==> src/rtl/instr_decoder_map.vh <==
`ifndef INSTR_DECODER_MAP_VH
`define INSTR_DECODER_MAP_VH

// first-word field positions
`define OPC_HI       15
`define OPC_LO       8
`define MODE_HI      7
`define MODE_LO      6
`define ADD_BIT      5
`define RBG_BIT      4
`define RPK_BIT      3
`define OFB_BIT      1
`define DFB_BIT      0

// addressing modes
`define MODE_ABS     2'h0
`define MODE_IX1     2'h1
`define MODE_IX2     2'h2
`define MODE_REL     2'h3

// parameter indexes with fixed word counts
`define PIDX_MSK     4'h0
`define PIDX_FGD     4'h1
`define PIDX_BGD     4'h2
`define PIDX_WIN     4'h6
`define PIDX_SCN     4'h7
`define PIDX_DIM     4'h8

// opcode range classes
`define OPC_UNDEF    8'h00
`define OPC_STD_LAST 8'h0d
`define OPC_LAST     8'h28

`endif

==> src/rtl/display_instruction_decoder.v <==
// Our own choices: the placing of the registers and the strobed register port.
`include "instr_decoder_map.vh"

module display_instruction_decoder
#(
   parameter SPECIAL_MAX_WORDS = 16
)
(
   // clock and reset
   input  wire        clk,
   input  wire        sys_rst,
   // host word stream
   input  wire [15:0] in_word,
   input  wire        in_valid,
   output reg         in_ready,
   // option stores present
   input  wire        opt_graphics,
   input  wire        opt_scroll,
   input  wire        opt_status,
   input  wire        opt_font,
   input  wire        opt_periph,
   input  wire        opt_user,
   // decoded header
   output reg         hdr_valid_r,
   output reg  [7:0]  opcode_r,
   output reg  [1:0]  addr_mode_r,
   output reg         additive_r,
   output reg         rev_bg_r,
   output reg         rev_pack_r,
   output reg         special_r,
   output reg         mem_access_r,
   // operand words
   output reg         opnd_valid_r,
   output reg  [3:0]  opnd_index_r,
   output reg  [1:0]  opnd_word_r,
   output reg  [15:0] opnd_data_r,
   // special-format words
   output reg         spec_valid_r,
   output reg  [15:0] spec_data_r,
   // data bytes
   output reg         byte_valid_r,
   output reg  [7:0]  byte_data_r,
   // end of instruction
   output reg         instr_done_r,
   // register port
   input  wire [3:0]  reg_addr,
   input  wire [15:0] reg_wdata,
   input  wire        reg_wr,
   input  wire        reg_rd,
   output reg  [15:0] reg_rdata,
   // interrupt
   output reg         irq_r
);

   // register indexes
   localparam [3:0] R_STATUS = 4'h0;
   localparam [3:0] R_MASK   = 4'h1;
   localparam [3:0] R_OPCODE = 4'h2;
   localparam [3:0] R_COUNT  = 4'h3;

   // states
   localparam [2:0] S_IDLE = 3'h0;
   localparam [2:0] S_FLAG = 3'h1;
   localparam [2:0] S_OPND = 3'h2;
   localparam [2:0] S_LEN  = 3'h3;
   localparam [2:0] S_DATA = 3'h4;
   localparam [2:0] S_SPEC = 3'h5;
   localparam [2:0] S_BYT2 = 3'h6;

   reg  [2:0]  state_r;
   reg  [15:0] pflags_r;
   reg  [3:0]  pidx_r;
   reg  [2:0]  wcnt_r;
   reg         dflag_r;
   reg  [15:0] len_r;
   reg  [7:0]  held_byte_r;
   reg  [4:0]  spec_left_r;
   reg  [1:0]  status_r;
   reg  [1:0]  mask_r;
   reg  [15:0] done_cnt_r;
   wire [2:0]  nwords;

   // next set index strictly above a start point
   reg  [3:0]  next_idx;
   reg         next_found;
   integer     i;

   wire        take = in_valid & in_ready;
   wire [7:0]  opc  = in_word[`OPC_HI:`OPC_LO];

   param_word_count u_pwc
   (
      .pidx   (pidx_r),
      .nwords (nwords)
   );

   // opcode classification
   reg         opc_defined;
   reg         opc_option;
   reg         opc_have;
   reg         opc_special;
   reg  [4:0]  opc_spec_words;
   always @*
   begin
      opc_defined    = 1'b1;
      opc_option     = 1'b0;
      opc_have       = 1'b1;
      opc_special    = 1'b0;
      opc_spec_words = 5'h1;
      if (opc == `OPC_UNDEF || (opc > 8'h22 && opc != `OPC_LAST))
         opc_defined = 1'b0;
      if (opc <= 8'h07 || opc >= 8'h13)
         opc_special = (opc != 8'h22 && opc != `OPC_LAST);
      if (opc > `OPC_STD_LAST)
      begin
         opc_option = 1'b1;
         case (opc)
            8'h0e, 8'h0f, 8'h10, 8'h28: opc_have = opt_graphics;
            8'h11, 8'h12, 8'h22:        opc_have = opt_scroll;
            8'h13, 8'h14:               opc_have = opt_status;
            8'h15, 8'h21:               opc_have = opt_font;
            8'h16, 8'h17, 8'h18, 8'h19, 8'h1a: opc_have = opt_periph;
            default:                    opc_have = opt_user;
         endcase
      end
      // special words after the first; own per-opcode layout
      case (opc)
         8'h07, 8'h05: opc_spec_words = 5'h0;
         8'h01, 8'h02: opc_spec_words = 5'h2;
         default:      opc_spec_words = SPECIAL_MAX_WORDS[4:0];
      endcase
   end

   // descending scan of operand flags; the lowest set index above pidx_r wins
   always @*
   begin
      next_idx   = 4'h0;
      next_found = 1'b0;
      for (i = 15; i >= 0; i = i - 1)
         if (pflags_r[i] && i > pidx_r)
         begin
            next_idx   = i[3:0];
            next_found = 1'b1;
         end
   end

   // first set index of the flag word being taken
   reg  [3:0] first_idx;
   reg        first_found;
   always @*
   begin
      first_idx   = 4'h0;
      first_found = 1'b0;
      for (i = 15; i >= 0; i = i - 1)
         if (in_word[i])
         begin
            first_idx   = i[3:0];
            first_found = 1'b1;
         end
   end

   // main walk; one word per cycle, stalls in reset and for the second byte of each data word but the last of an odd count
   always @(posedge clk)
   begin
      if (sys_rst)
      begin
         state_r      <= S_IDLE;
         in_ready     <= 1'b0;
         pflags_r     <= 16'h0000;
         pidx_r       <= 4'h0;
         wcnt_r       <= 3'h0;
         dflag_r      <= 1'b0;
         len_r        <= 16'h0000;
         held_byte_r  <= 8'h00;
         spec_left_r  <= 5'h0;
         hdr_valid_r  <= 1'b0;
         opcode_r     <= 8'h00;
         addr_mode_r  <= `MODE_ABS;
         additive_r   <= 1'b0;
         rev_bg_r     <= 1'b0;
         rev_pack_r   <= 1'b0;
         special_r    <= 1'b0;
         mem_access_r <= 1'b0;
         opnd_valid_r <= 1'b0;
         opnd_index_r <= 4'h0;
         opnd_word_r  <= 2'h0;
         opnd_data_r  <= 16'h0000;
         spec_valid_r <= 1'b0;
         spec_data_r  <= 16'h0000;
         byte_valid_r <= 1'b0;
         byte_data_r  <= 8'h00;
         instr_done_r <= 1'b0;
      end
      else
      begin
         hdr_valid_r  <= 1'b0;
         opnd_valid_r <= 1'b0;
         spec_valid_r <= 1'b0;
         byte_valid_r <= 1'b0;
         instr_done_r <= 1'b0;
         in_ready     <= (state_r != S_BYT2);
         case (state_r)
            S_IDLE:
            if (take)
            begin
               opcode_r    <= opc;
               addr_mode_r <= in_word[`MODE_HI:`MODE_LO];
               additive_r  <= in_word[`ADD_BIT];
               rev_bg_r    <= in_word[`RBG_BIT];
               rev_pack_r  <= in_word[`RPK_BIT];
               dflag_r     <= in_word[`DFB_BIT];
               if (!opc_defined || (opc_option && !opc_have))
                  instr_done_r <= 1'b1;
               else if (opc_special)
               begin
                  hdr_valid_r  <= 1'b1;
                  special_r    <= 1'b1;
                  mem_access_r <= 1'b0;
                  spec_left_r  <= opc_spec_words;
                  if (opc_spec_words == 5'h0)
                     instr_done_r <= 1'b1;
                  else
                     state_r <= S_SPEC;
               end
               else
               begin
                  hdr_valid_r  <= 1'b1;
                  special_r    <= 1'b0;
                  mem_access_r <= (opc != 8'h08);
                  if (in_word[`OFB_BIT])
                     state_r <= S_FLAG;
                  else if (in_word[`DFB_BIT])
                     state_r <= S_LEN;
                  else
                     instr_done_r <= 1'b1;
               end
            end
            S_FLAG:
            if (take)
            begin
               pflags_r <= in_word;
               pidx_r   <= first_idx;
               wcnt_r   <= 3'h0;
               if (first_found)
                  state_r <= S_OPND;
               else if (dflag_r)
                  state_r <= S_LEN;
               else
               begin
                  state_r      <= S_IDLE;
                  instr_done_r <= 1'b1;
               end
            end
            S_OPND:
            if (take)
            begin
               opnd_valid_r <= 1'b1;
               opnd_index_r <= pidx_r;
               opnd_word_r  <= wcnt_r[1:0];
               opnd_data_r  <= in_word;
               if (wcnt_r + 3'h1 < nwords)
                  wcnt_r <= wcnt_r + 3'h1;
               else
               begin
                  wcnt_r <= 3'h0;
                  if (next_found)
                     pidx_r <= next_idx;
                  else if (dflag_r)
                     state_r <= S_LEN;
                  else
                  begin
                     state_r      <= S_IDLE;
                     instr_done_r <= 1'b1;
                  end
               end
            end
            S_LEN:
            if (take)
            begin
               len_r <= in_word;
               if (in_word == 16'h0000)
               begin
                  state_r      <= S_IDLE;
                  instr_done_r <= 1'b1;
               end
               else
                  state_r <= S_DATA;
            end
            S_DATA:
            if (take)
            begin
               byte_valid_r <= 1'b1;
               // byte order chosen by packing flag
               byte_data_r  <= rev_pack_r ? in_word[7:0] : in_word[15:8];
               held_byte_r  <= rev_pack_r ? in_word[15:8] : in_word[7:0];
               len_r        <= len_r - 16'h0001;
               if (len_r == 16'h0001)
               begin
                  state_r      <= S_IDLE;
                  instr_done_r <= 1'b1;                     // odd count drops spare byte
               end
               else
               begin
                  state_r  <= S_BYT2;
                  in_ready <= 1'b0;
               end
            end
            S_BYT2:
            begin
               byte_valid_r <= 1'b1;
               byte_data_r  <= held_byte_r;
               len_r        <= len_r - 16'h0001;
               if (len_r == 16'h0001)
               begin
                  state_r      <= S_IDLE;
                  instr_done_r <= 1'b1;
               end
               else
                  state_r <= S_DATA;
            end
            S_SPEC:
            if (take)
            begin
               spec_valid_r <= 1'b1;
               spec_data_r  <= in_word;
               spec_left_r  <= spec_left_r - 5'h1;
               if (spec_left_r == 5'h1)
               begin
                  state_r      <= S_IDLE;
                  instr_done_r <= 1'b1;
               end
            end
            default: state_r <= S_IDLE;
         endcase
      end
   end

   // bit 0 illegal instruction, bit 1 instruction done
   wire illegal_ev = (state_r == S_IDLE) && take
                   && (!opc_defined || (opc_option && !opc_have));
   wire done_ev    = instr_done_r;
   wire rd_status  = reg_rd && (reg_addr == R_STATUS);

   // sticky status; a new event wins over the read clear
   always @(posedge clk)
   begin
      if (sys_rst)
      begin
         status_r   <= 2'h0;
         mask_r     <= 2'h0;
         done_cnt_r <= 16'h0000;
         irq_r      <= 1'b0;
         reg_rdata  <= 16'h0000;
      end
      else
      begin
         status_r <= (rd_status ? 2'h0 : status_r) | {done_ev, illegal_ev};
         if (reg_wr && reg_addr == R_MASK)
            mask_r <= reg_wdata[1:0];
         if (reg_wr && reg_addr == R_COUNT)
            done_cnt_r <= 16'h0000;
         else if (done_ev)
            done_cnt_r <= done_cnt_r + 16'h0001;
         irq_r <= |(((rd_status ? 2'h0 : status_r) | {done_ev, illegal_ev}) & mask_r);
         if (reg_rd)
         begin
            case (reg_addr)
               R_STATUS: reg_rdata <= {14'h0000, status_r};
               R_MASK:   reg_rdata <= {14'h0000, mask_r};
               R_OPCODE: reg_rdata <= {5'h00, state_r, opcode_r};
               R_COUNT:  reg_rdata <= done_cnt_r;
               default:  reg_rdata <= 16'h0000;
            endcase
         end
         else
            reg_rdata <= 16'h0000;
      end
   end

endmodule

==> src/rtl/param_word_count.v <==
`include "instr_decoder_map.vh"

// words taken by each operand group, indexed by parameter index
module param_word_count
(
   // selected parameter index
   input  wire [3:0] pidx,
   // words this group occupies
   output reg  [2:0] nwords
);

   // most groups take one word; six take two words (x, y) and index 6 takes four
   always @*
   begin
      case (pidx)
         `PIDX_MSK: nwords = 3'h1;
         `PIDX_FGD: nwords = 3'h1;
         `PIDX_BGD: nwords = 3'h1;
         `PIDX_WIN: nwords = 3'h4;
         `PIDX_SCN: nwords = 3'h1;
         `PIDX_DIM: nwords = 3'h2;
         4'h3:      nwords = 3'h2;
         4'h4:      nwords = 3'h2;
         4'h5:      nwords = 3'h2;
         4'h9:      nwords = 3'h2;
         4'ha:      nwords = 3'h2;
         default:   nwords = 3'h1;
      endcase
   end

endmodule

==> config.mk <==
export PLATFORM = sky130hd
export DESIGN_NAME = display_instruction_decoder
export DESIGN_NICKNAME = d
export VERILOG_FILES = /design/src/rtl/display_instruction_decoder.v /design/src/rtl/param_word_count.v
export VERILOG_INCLUDE_DIRS = /design/src /design/src/rtl
export SDC_FILE = /design/constraint.sdc
export NUM_CORES = 1
export LEC_CHECK = 0
export BUFFER_PORTS_ARGS = -buffer_cell sky130_fd_sc_hd__buf_2
export CAP_MARGIN = 20
export CORE_UTILIZATION = 57
export DETAILED_ROUTE_END_ITERATION = 6
export PLACE_DENSITY = 0.8
export SKIP_CTS_REPAIR_TIMING = 1
export SLEW_MARGIN = 20
export SYNTH_ARGS = -nofsm -noshare
export SYNTH_HDL_FRONTEND = slang
export SYNTH_SLANG_ARGS = --single-unit
==> constraint.sdc <==
create_clock -name clk -period 2.9 [get_ports clk]
set_clock_uncertainty 0.05 [all_clocks]
set_input_delay 0.58 -clock clk [delete_from_list [all_inputs] [get_ports clk]]
set_output_delay 0.58 -clock clk [all_outputs]
set_load 0.03 [all_outputs]
## Word level (Yosys, flattened, before mapping)

Memory sizes are Yosys's and may differ from the RTL's. A register that Yosys moved wholly into a read port is not among the register bits.
Index checks and enable logic that the tools add are counted.

| storage, ports and cells | value |
|---|---|
| register bits | 160 |
| ROM bits | 48 |
| input port bits | 47 |
| memories kept | 1 |

| cells by class | value |
|---|---|
| add/sub/neg operators | 4 |
| $lt $le $gt $ge | 20 |
| eq/ne operators | 49 |
| multiplexer cells | 139 |
| bitwise gates (word level) | 9 |
| reductions and logical operators | 61 |

Memory list:

| name | depth | width | rd ports | clocked after Yosys merged registers in | write ports | RTL line | RTL |
|---|---|---|---|---|---|---|---|
| (name not given) | 16 | 3 | 1 | 1 | 0 | param_word_count.v:15 | `case (pidx)` |

Operators with widths:

| kind | number |
|---|---|
| $mux W4 | 37 |
| $eq A8 B5 Y1 const B | 11 |
| $pmux W16 S4 | 1 |
| $mux W3 | 20 |
| $mux W1 | 59 |
| $pmux W16 S3 | 1 |
| $gt A4 B4 Y1 const A | 8 |
| $mux W16 | 2 |
| $eq A8 B6 Y1 const B | 3 |
| $mux W8 | 3 |
| $ne A2 B2 Y1 const B | 12 |
| $logic_and A1 B1 Y1 | 23 |
| $pmux W3 S7 | 1 |
| $mux W5 | 4 |
| $pmux W5 S2 | 2 |
| $reduce_or A2 Y1 | 9 |
| $add A16 B1 Y16 const B | 1 |
| $eq A16 B1 Y1 const B | 1 |
| $eq A8 B3 Y1 const B | 2 |
| $eq A8 B4 Y1 const B | 2 |
| $gt A3 B4 Y1 const A | 4 |
| $logic_not A16 Y1 | 1 |
| $ne A8 B6 Y1 const B | 2 |
| $pmux W8 S2 | 1 |
| 46 further kinds | 72 |

## Logic depth before layout (Yosys ltp)

| logic depth | value |
|---|---|
| depth in word-level cells | 23 |
| depth in mapped cells | 11 |
| mapped depth without buffers | 11 |

## By module

Synthesis repeated with hierarchy kept, for this count alone.

| second synthesis, totals | value |
|---|---|
| cell total of the unflattened synthesis | 1,019 |
| area total of the unflattened synthesis | 7,820.0 um2 |

By module, submodules not included:

| module | instances | cells each | area each (um2) | sequential area each (um2) |
|---|---|---|---|---|
| display_instruction_decoder | 1 | 1,011 | 7,758.7 | 3,183.1 |
| param_word_count | 1 | 8 | 61.3 | 0.0 |

## Worst setup path after synthesis

OpenSTA, ideal clock, no wires.

| timing path | value |
|---|---|
| path type | flip-flop to flip-flop |
| start | register in_ready |
| end | register u_pwc.nwords[1] (netlist name) |
| setup time | 120 ps |
| arrival time | 2,561 ps |
| required time | 2,730 ps |
| slack | 169 ps |
| cell stages (with the launch flop) | 10 |
| buffers on the path | 1 |
| cell sequence | dfxtp_1 -> nand2_1 -> nor3b_1 -> buf_1 -> a21oi_1 -> o21bai_4 -> a221oi_2 -> xor2_1 -> and2_1 -> a211o_1 |

| on the way | value |
|---|---|
| word-level cells in the longest chain between the ends | 5 |
| elaborated cells on any way between the ends | 6 |
| classes of those cells | eq/ne: 2; mux: 2; bitwise: 1; reduce/logical: 1 |

Ends and longest elaborated chain:

| item | RTL line | RTL |
|---|---|---|
| start, declared | display_instruction_decoder.v:15 | `output reg in_ready,` |
| start signal, assigned | display_instruction_decoder.v:201 | `in_ready <= (state_r != S_BYT2);` |
| $and A1 B1 Y1 * | display_instruction_decoder.v:88 | `wire take = in_valid & in_ready;` |
| $ne A2 B2 Y1 (no line) | n/a |  |
| $reduce_and A5 Y1 (no line) * | n/a |  |
| $mux W4 (no line) * (2 in a row) | n/a |  |

Mark *: on every way between the ends. The rest lies on a longest branch, timed or not.
A chain may end at the register's enable or synchronous reset.

## Worst setup path after layout

| timing path | value |
|---|---|
| start | register state_r[1] |
| end | register u_pwc.nwords[1] (netlist name) |

| on the way | value |
|---|---|
| word-level cells in the longest chain between the ends | 5 |
| elaborated cells on any way between the ends | 11 |
| classes of those cells | eq/ne: 6; mux: 3; reduce/logical: 2 |

Ends and longest elaborated chain:

| item | RTL line | RTL |
|---|---|---|
| start, declared | display_instruction_decoder.v:70 | `reg [2:0] state_r;` |
| start signal, assigned | display_instruction_decoder.v:167 | `state_r <= S_IDLE;` |
| start signal, assigned | display_instruction_decoder.v:223 | `state_r <= S_SPEC;` |
| start signal, assigned | display_instruction_decoder.v:231 | `state_r <= S_FLAG;` |
| $eq A3 B2 Y1 or $eq A3 B1 Y1 (tied branches) | display_instruction_decoder.v:202 | `case (state_r)` |
| $ne A2 B2 Y1 (no line) or $reduce_bool A2 Y1 (tied branches) | n/a |  |
| $reduce_and A5 Y1 (no line) | n/a |  |
| $mux W4 (no line) * (2 in a row) | n/a |  |

Marked as above.

==> results.py <==
metrics = {
    "floorplanning": {
        "die_area_um2": 14200,
        "die_x_um": 119,
        "io_pins": 131,
        "die_h_um": 119,
        "start_util_pct": 58.7,
        "placementRows": 42,
        "core_um2": 13300,
    },
    "grt": {
        "grt_pass1_wl_um": 35300,
        "grt_pass1_vias": 7062,
        "gr-usage-all-layers_pct": 31.3,
        "grt_max_degree": 46,
        "antenna_found_initial": 0,
        "grt_overflow_total": 0,
    },
    "routing": {
        "dr_wl_met3_um": 1700,
        "drt_iter0_drc": 688,
        "drc_errors": 0,
        "top_layer": "met4",
        "wl_met1_um": 9590,
        "finalWirelength_um": 22000,
        "ant_nets": 0,
        "wl_met2_um": 10100,
        "post_drt_wl_per_cell_um": 16.8,
        "dr.pass1.iters": 5,
        "vias": 7824,
        "vias_per_cell": 5.97,
    },
    "synth": {
        "seq_area_frac_synth_pct": 41.6,
        "syn-num-nets": 1059,
        "synth_enable_flop_cells": 0,
        "syn-instance-count": 1004,
        "synth_area_um2": 7800,
        "yosysWarnings": 0,
        "avgSynthCellArea_um2": 7.77,
        "ys.flop_type": "dfxtp_1",
        "yosys_register_bits": 162,
        "async_flop_share_pct": 0,
        "ys_types": 70,
    },
    "critical_path": {
        "path_cells": "or3b_1 -> a31o_1 -> or4_4 -> o21bai_4 -> a211oi_1 -> a211o_1 -> and2_1 -> a211o_1",
        "slowest_stage": "or4_4",
        "worst-path-buf-inv": 0,
        "cp_max_fo": 6,
        "cp-end-kind": "flip-flop",
        "max_stage_delay_ps": 580,
        "cp_common_cell": "a211o_1",
        "cp_top_family": "simple AND/OR/NAND/NOR gates",
        "crit_required_ps": 3170,
        "rrSetupSlack_ps": 190,
        "cp-start-kind": "flip-flop",
        "worst_ep_arrival_time_ps": 2980,
        "worstSetupPathType": "flip-flop to flip-flop",
    },
    "finish": {
        "stdcell_count": 1310,
        "final_cell_mix": "nand2_1, dfxtp_1, nor2_1",
        "fillCellCount": 1058,
        "multi_input_area_um2": 4220,
        "layout.nets": 1177,
        "drive_gt1_share_pct": 19.9,
        "seq_area_um2": 3250,
        "area_growth_pct": 20.0,
        "diodes": 0,
        "layout_commonest_cell": "nand2_1",
    },
    "timing": {
        "slew-limit-headroom_pct": 44.8,
        "tns_ps": 0,
        "setup_viol": 0,
        "finalMaxSlewViolations": 0,
        "fmax_mhz": 369,
        "tightest_slew_ps": 817,
        "rsz0062_at_grt": "false",
        "hold_ws_ps": 352,
        "fin_crit_sh_pct": 93.5,
        "hold_violations": 0,
        "timing.final.ws_setup_ps": 189,
        "layout_min_cycle_time_ps": 2710,
    },
    "status": {
        "status": "complete, no violations",
    },
    "place": {
        "dp_cells": 1278,
        "hpwl_um": 14700,
        "port_buffers": 116,
        "dp_slack_ps": -10.6,
        "gp_congestion": 0.968,
    },
    "clock_tree": {
        "clock_sinks": 162,
        "path_clk_slew_ps": 60,
        "htreeDepth": 4,
        "tritoncts": "built",
        "insertion_delay_ps": 430,
        "cts_buffer_depth": 2,
        "cts_buffers": 17,
        "cts_root_buf": "clkbuf_16",
    },
    "run": {
        "maxCapViolCount": 0,
    },
    "power_and_ir_drop": {
        "p_leak_uw": 0.00367,
        "ir_worst_vdd_mv": 0.475,
        "p_total_uw": 4800,
        "p_per_area_nw_per_um2": 512,
    },
    "min_path": {
        "hold_class": "input pin to flip-flop",
    },
}
## worst reg2reg max path, stage by stage, from the launching register on
cell,delay (ps)
dfxtp_1,330
or3b_1,390
a31o_1,230
or4_4,580
o21bai_4,220
a211oi_1,80
a211o_1,330
and2_1,150
a211o_1,260
## logic make-up after synthesis
family          share of synthesized area, %
simple gates                            24.7
compound gates                          20.7
flops                                   41.6
buf+inv                                 4.60
mux                                     4.91
xor+xnor                                2.25
fa+ha+maj                               1.28
## where the power goes
group | switching [uW] | internal (uW) | leakage [uW]
Sequential | 19.6 | 2240 | 0.00131
Clock | 928 | 1250 | 0.000270
Combinational | 236 | 120 | 0.00209
## synth_stat cells, types with 3 or more instances
cell	n	share of area (%)
a211oi_1	25	2.4
inv_1	17	0.82
or2_2	3	0.24
nand3_1	18	1.2
xnor2_1	5	0.56
dfxtp_1	162	42
nand4_1	7	0.56
xor2_1	15	1.7
and3b_1	4	0.45
a22o_1	3	0.34
a21o_1	3	0.29
nor3b_1	4	0.39
mux2i_1	36	4.6
o22ai_1	9	0.72
buf_1	3	0.14
nor4b_1	7	0.79
clkbuf_1	72	3.5
nor4_1	8	0.64
a22oi_1	22	2.1
ha_1	8	1.3
nand2_1	159	7.7
o211ai_1	3	0.29
or3_1	5	0.40
nor3_1	22	1.4
o32ai_1	3	0.34
o21ai_1	4	0.26
and2_1	10	0.80
and3_1	7	0.56
nor2b_1	10	0.80
o21ai_0	27	1.7
nor2_1	137	6.6
a21oi_1	111	7.1
a31oi_1	10	0.80
nand2b_1	12	0.96
or4_1	4	0.39
## metrics by stage
stage | utilization [%] | cell area (um2)
5_1_grt | 70.4 | 9360
3_5_place_dp | 65.9 | 8760
6_report | 70.4 | 9360
3_3_place_gp | 65.9 | 8760
4_1_cts | 70.2 | 9340
2_1_floorplan | - | 7800
## final cells by class
| type | instances | area share, % |
|---|---|---|
| Tap cell | 176 | 2.35 |
| Clock buffer | 20 | 4.99 |
| Timing Repair Buffer | 176 | 11.0 |
| Inverter | 18 | 0.722 |
| Sequential cell | 162 | 34.7 |
| Clock inverter | 11 | 1.12 |
| Multi-Input combinational cell | 747 | 45.1 |
## per-layer routing
metal | vias up | global-route usage, %
met3 | 52 | 6.32
met4 | 0 | 12.6
met5 | - | 0
met1 | 3683 | 41.6
met2 | 342 | 49.7
li1 | 3747 | -
## final timing paths
check | from | end | cells past startpoint
max | state_r[1]$_SDFFE_PP0P_ | u_pwc.nwords[1]$_DFF_P_ | 8
max reg2reg | state_r[1]$_SDFFE_PP0P_ | u_pwc.nwords[1]$_DFF_P_ | 8
min | reg_wdata[1] | mask_r[1]$_SDFFE_PP0P_ | 3
min reg2reg | spec_data_r[15]$_SDFFE_PP0P_ | spec_data_r[15]$_SDFFE_PP0P_ | 2
## sequential cells by signal, indices dropped and copies added, names as in the netlist, 15 cells and up
register     count
len_r           16
pflags_r        15
done_cnt_r      16
reg_rdata       16
opnd_data_r     16
spec_data_r     16
Power figures use the tool's default switching activity.
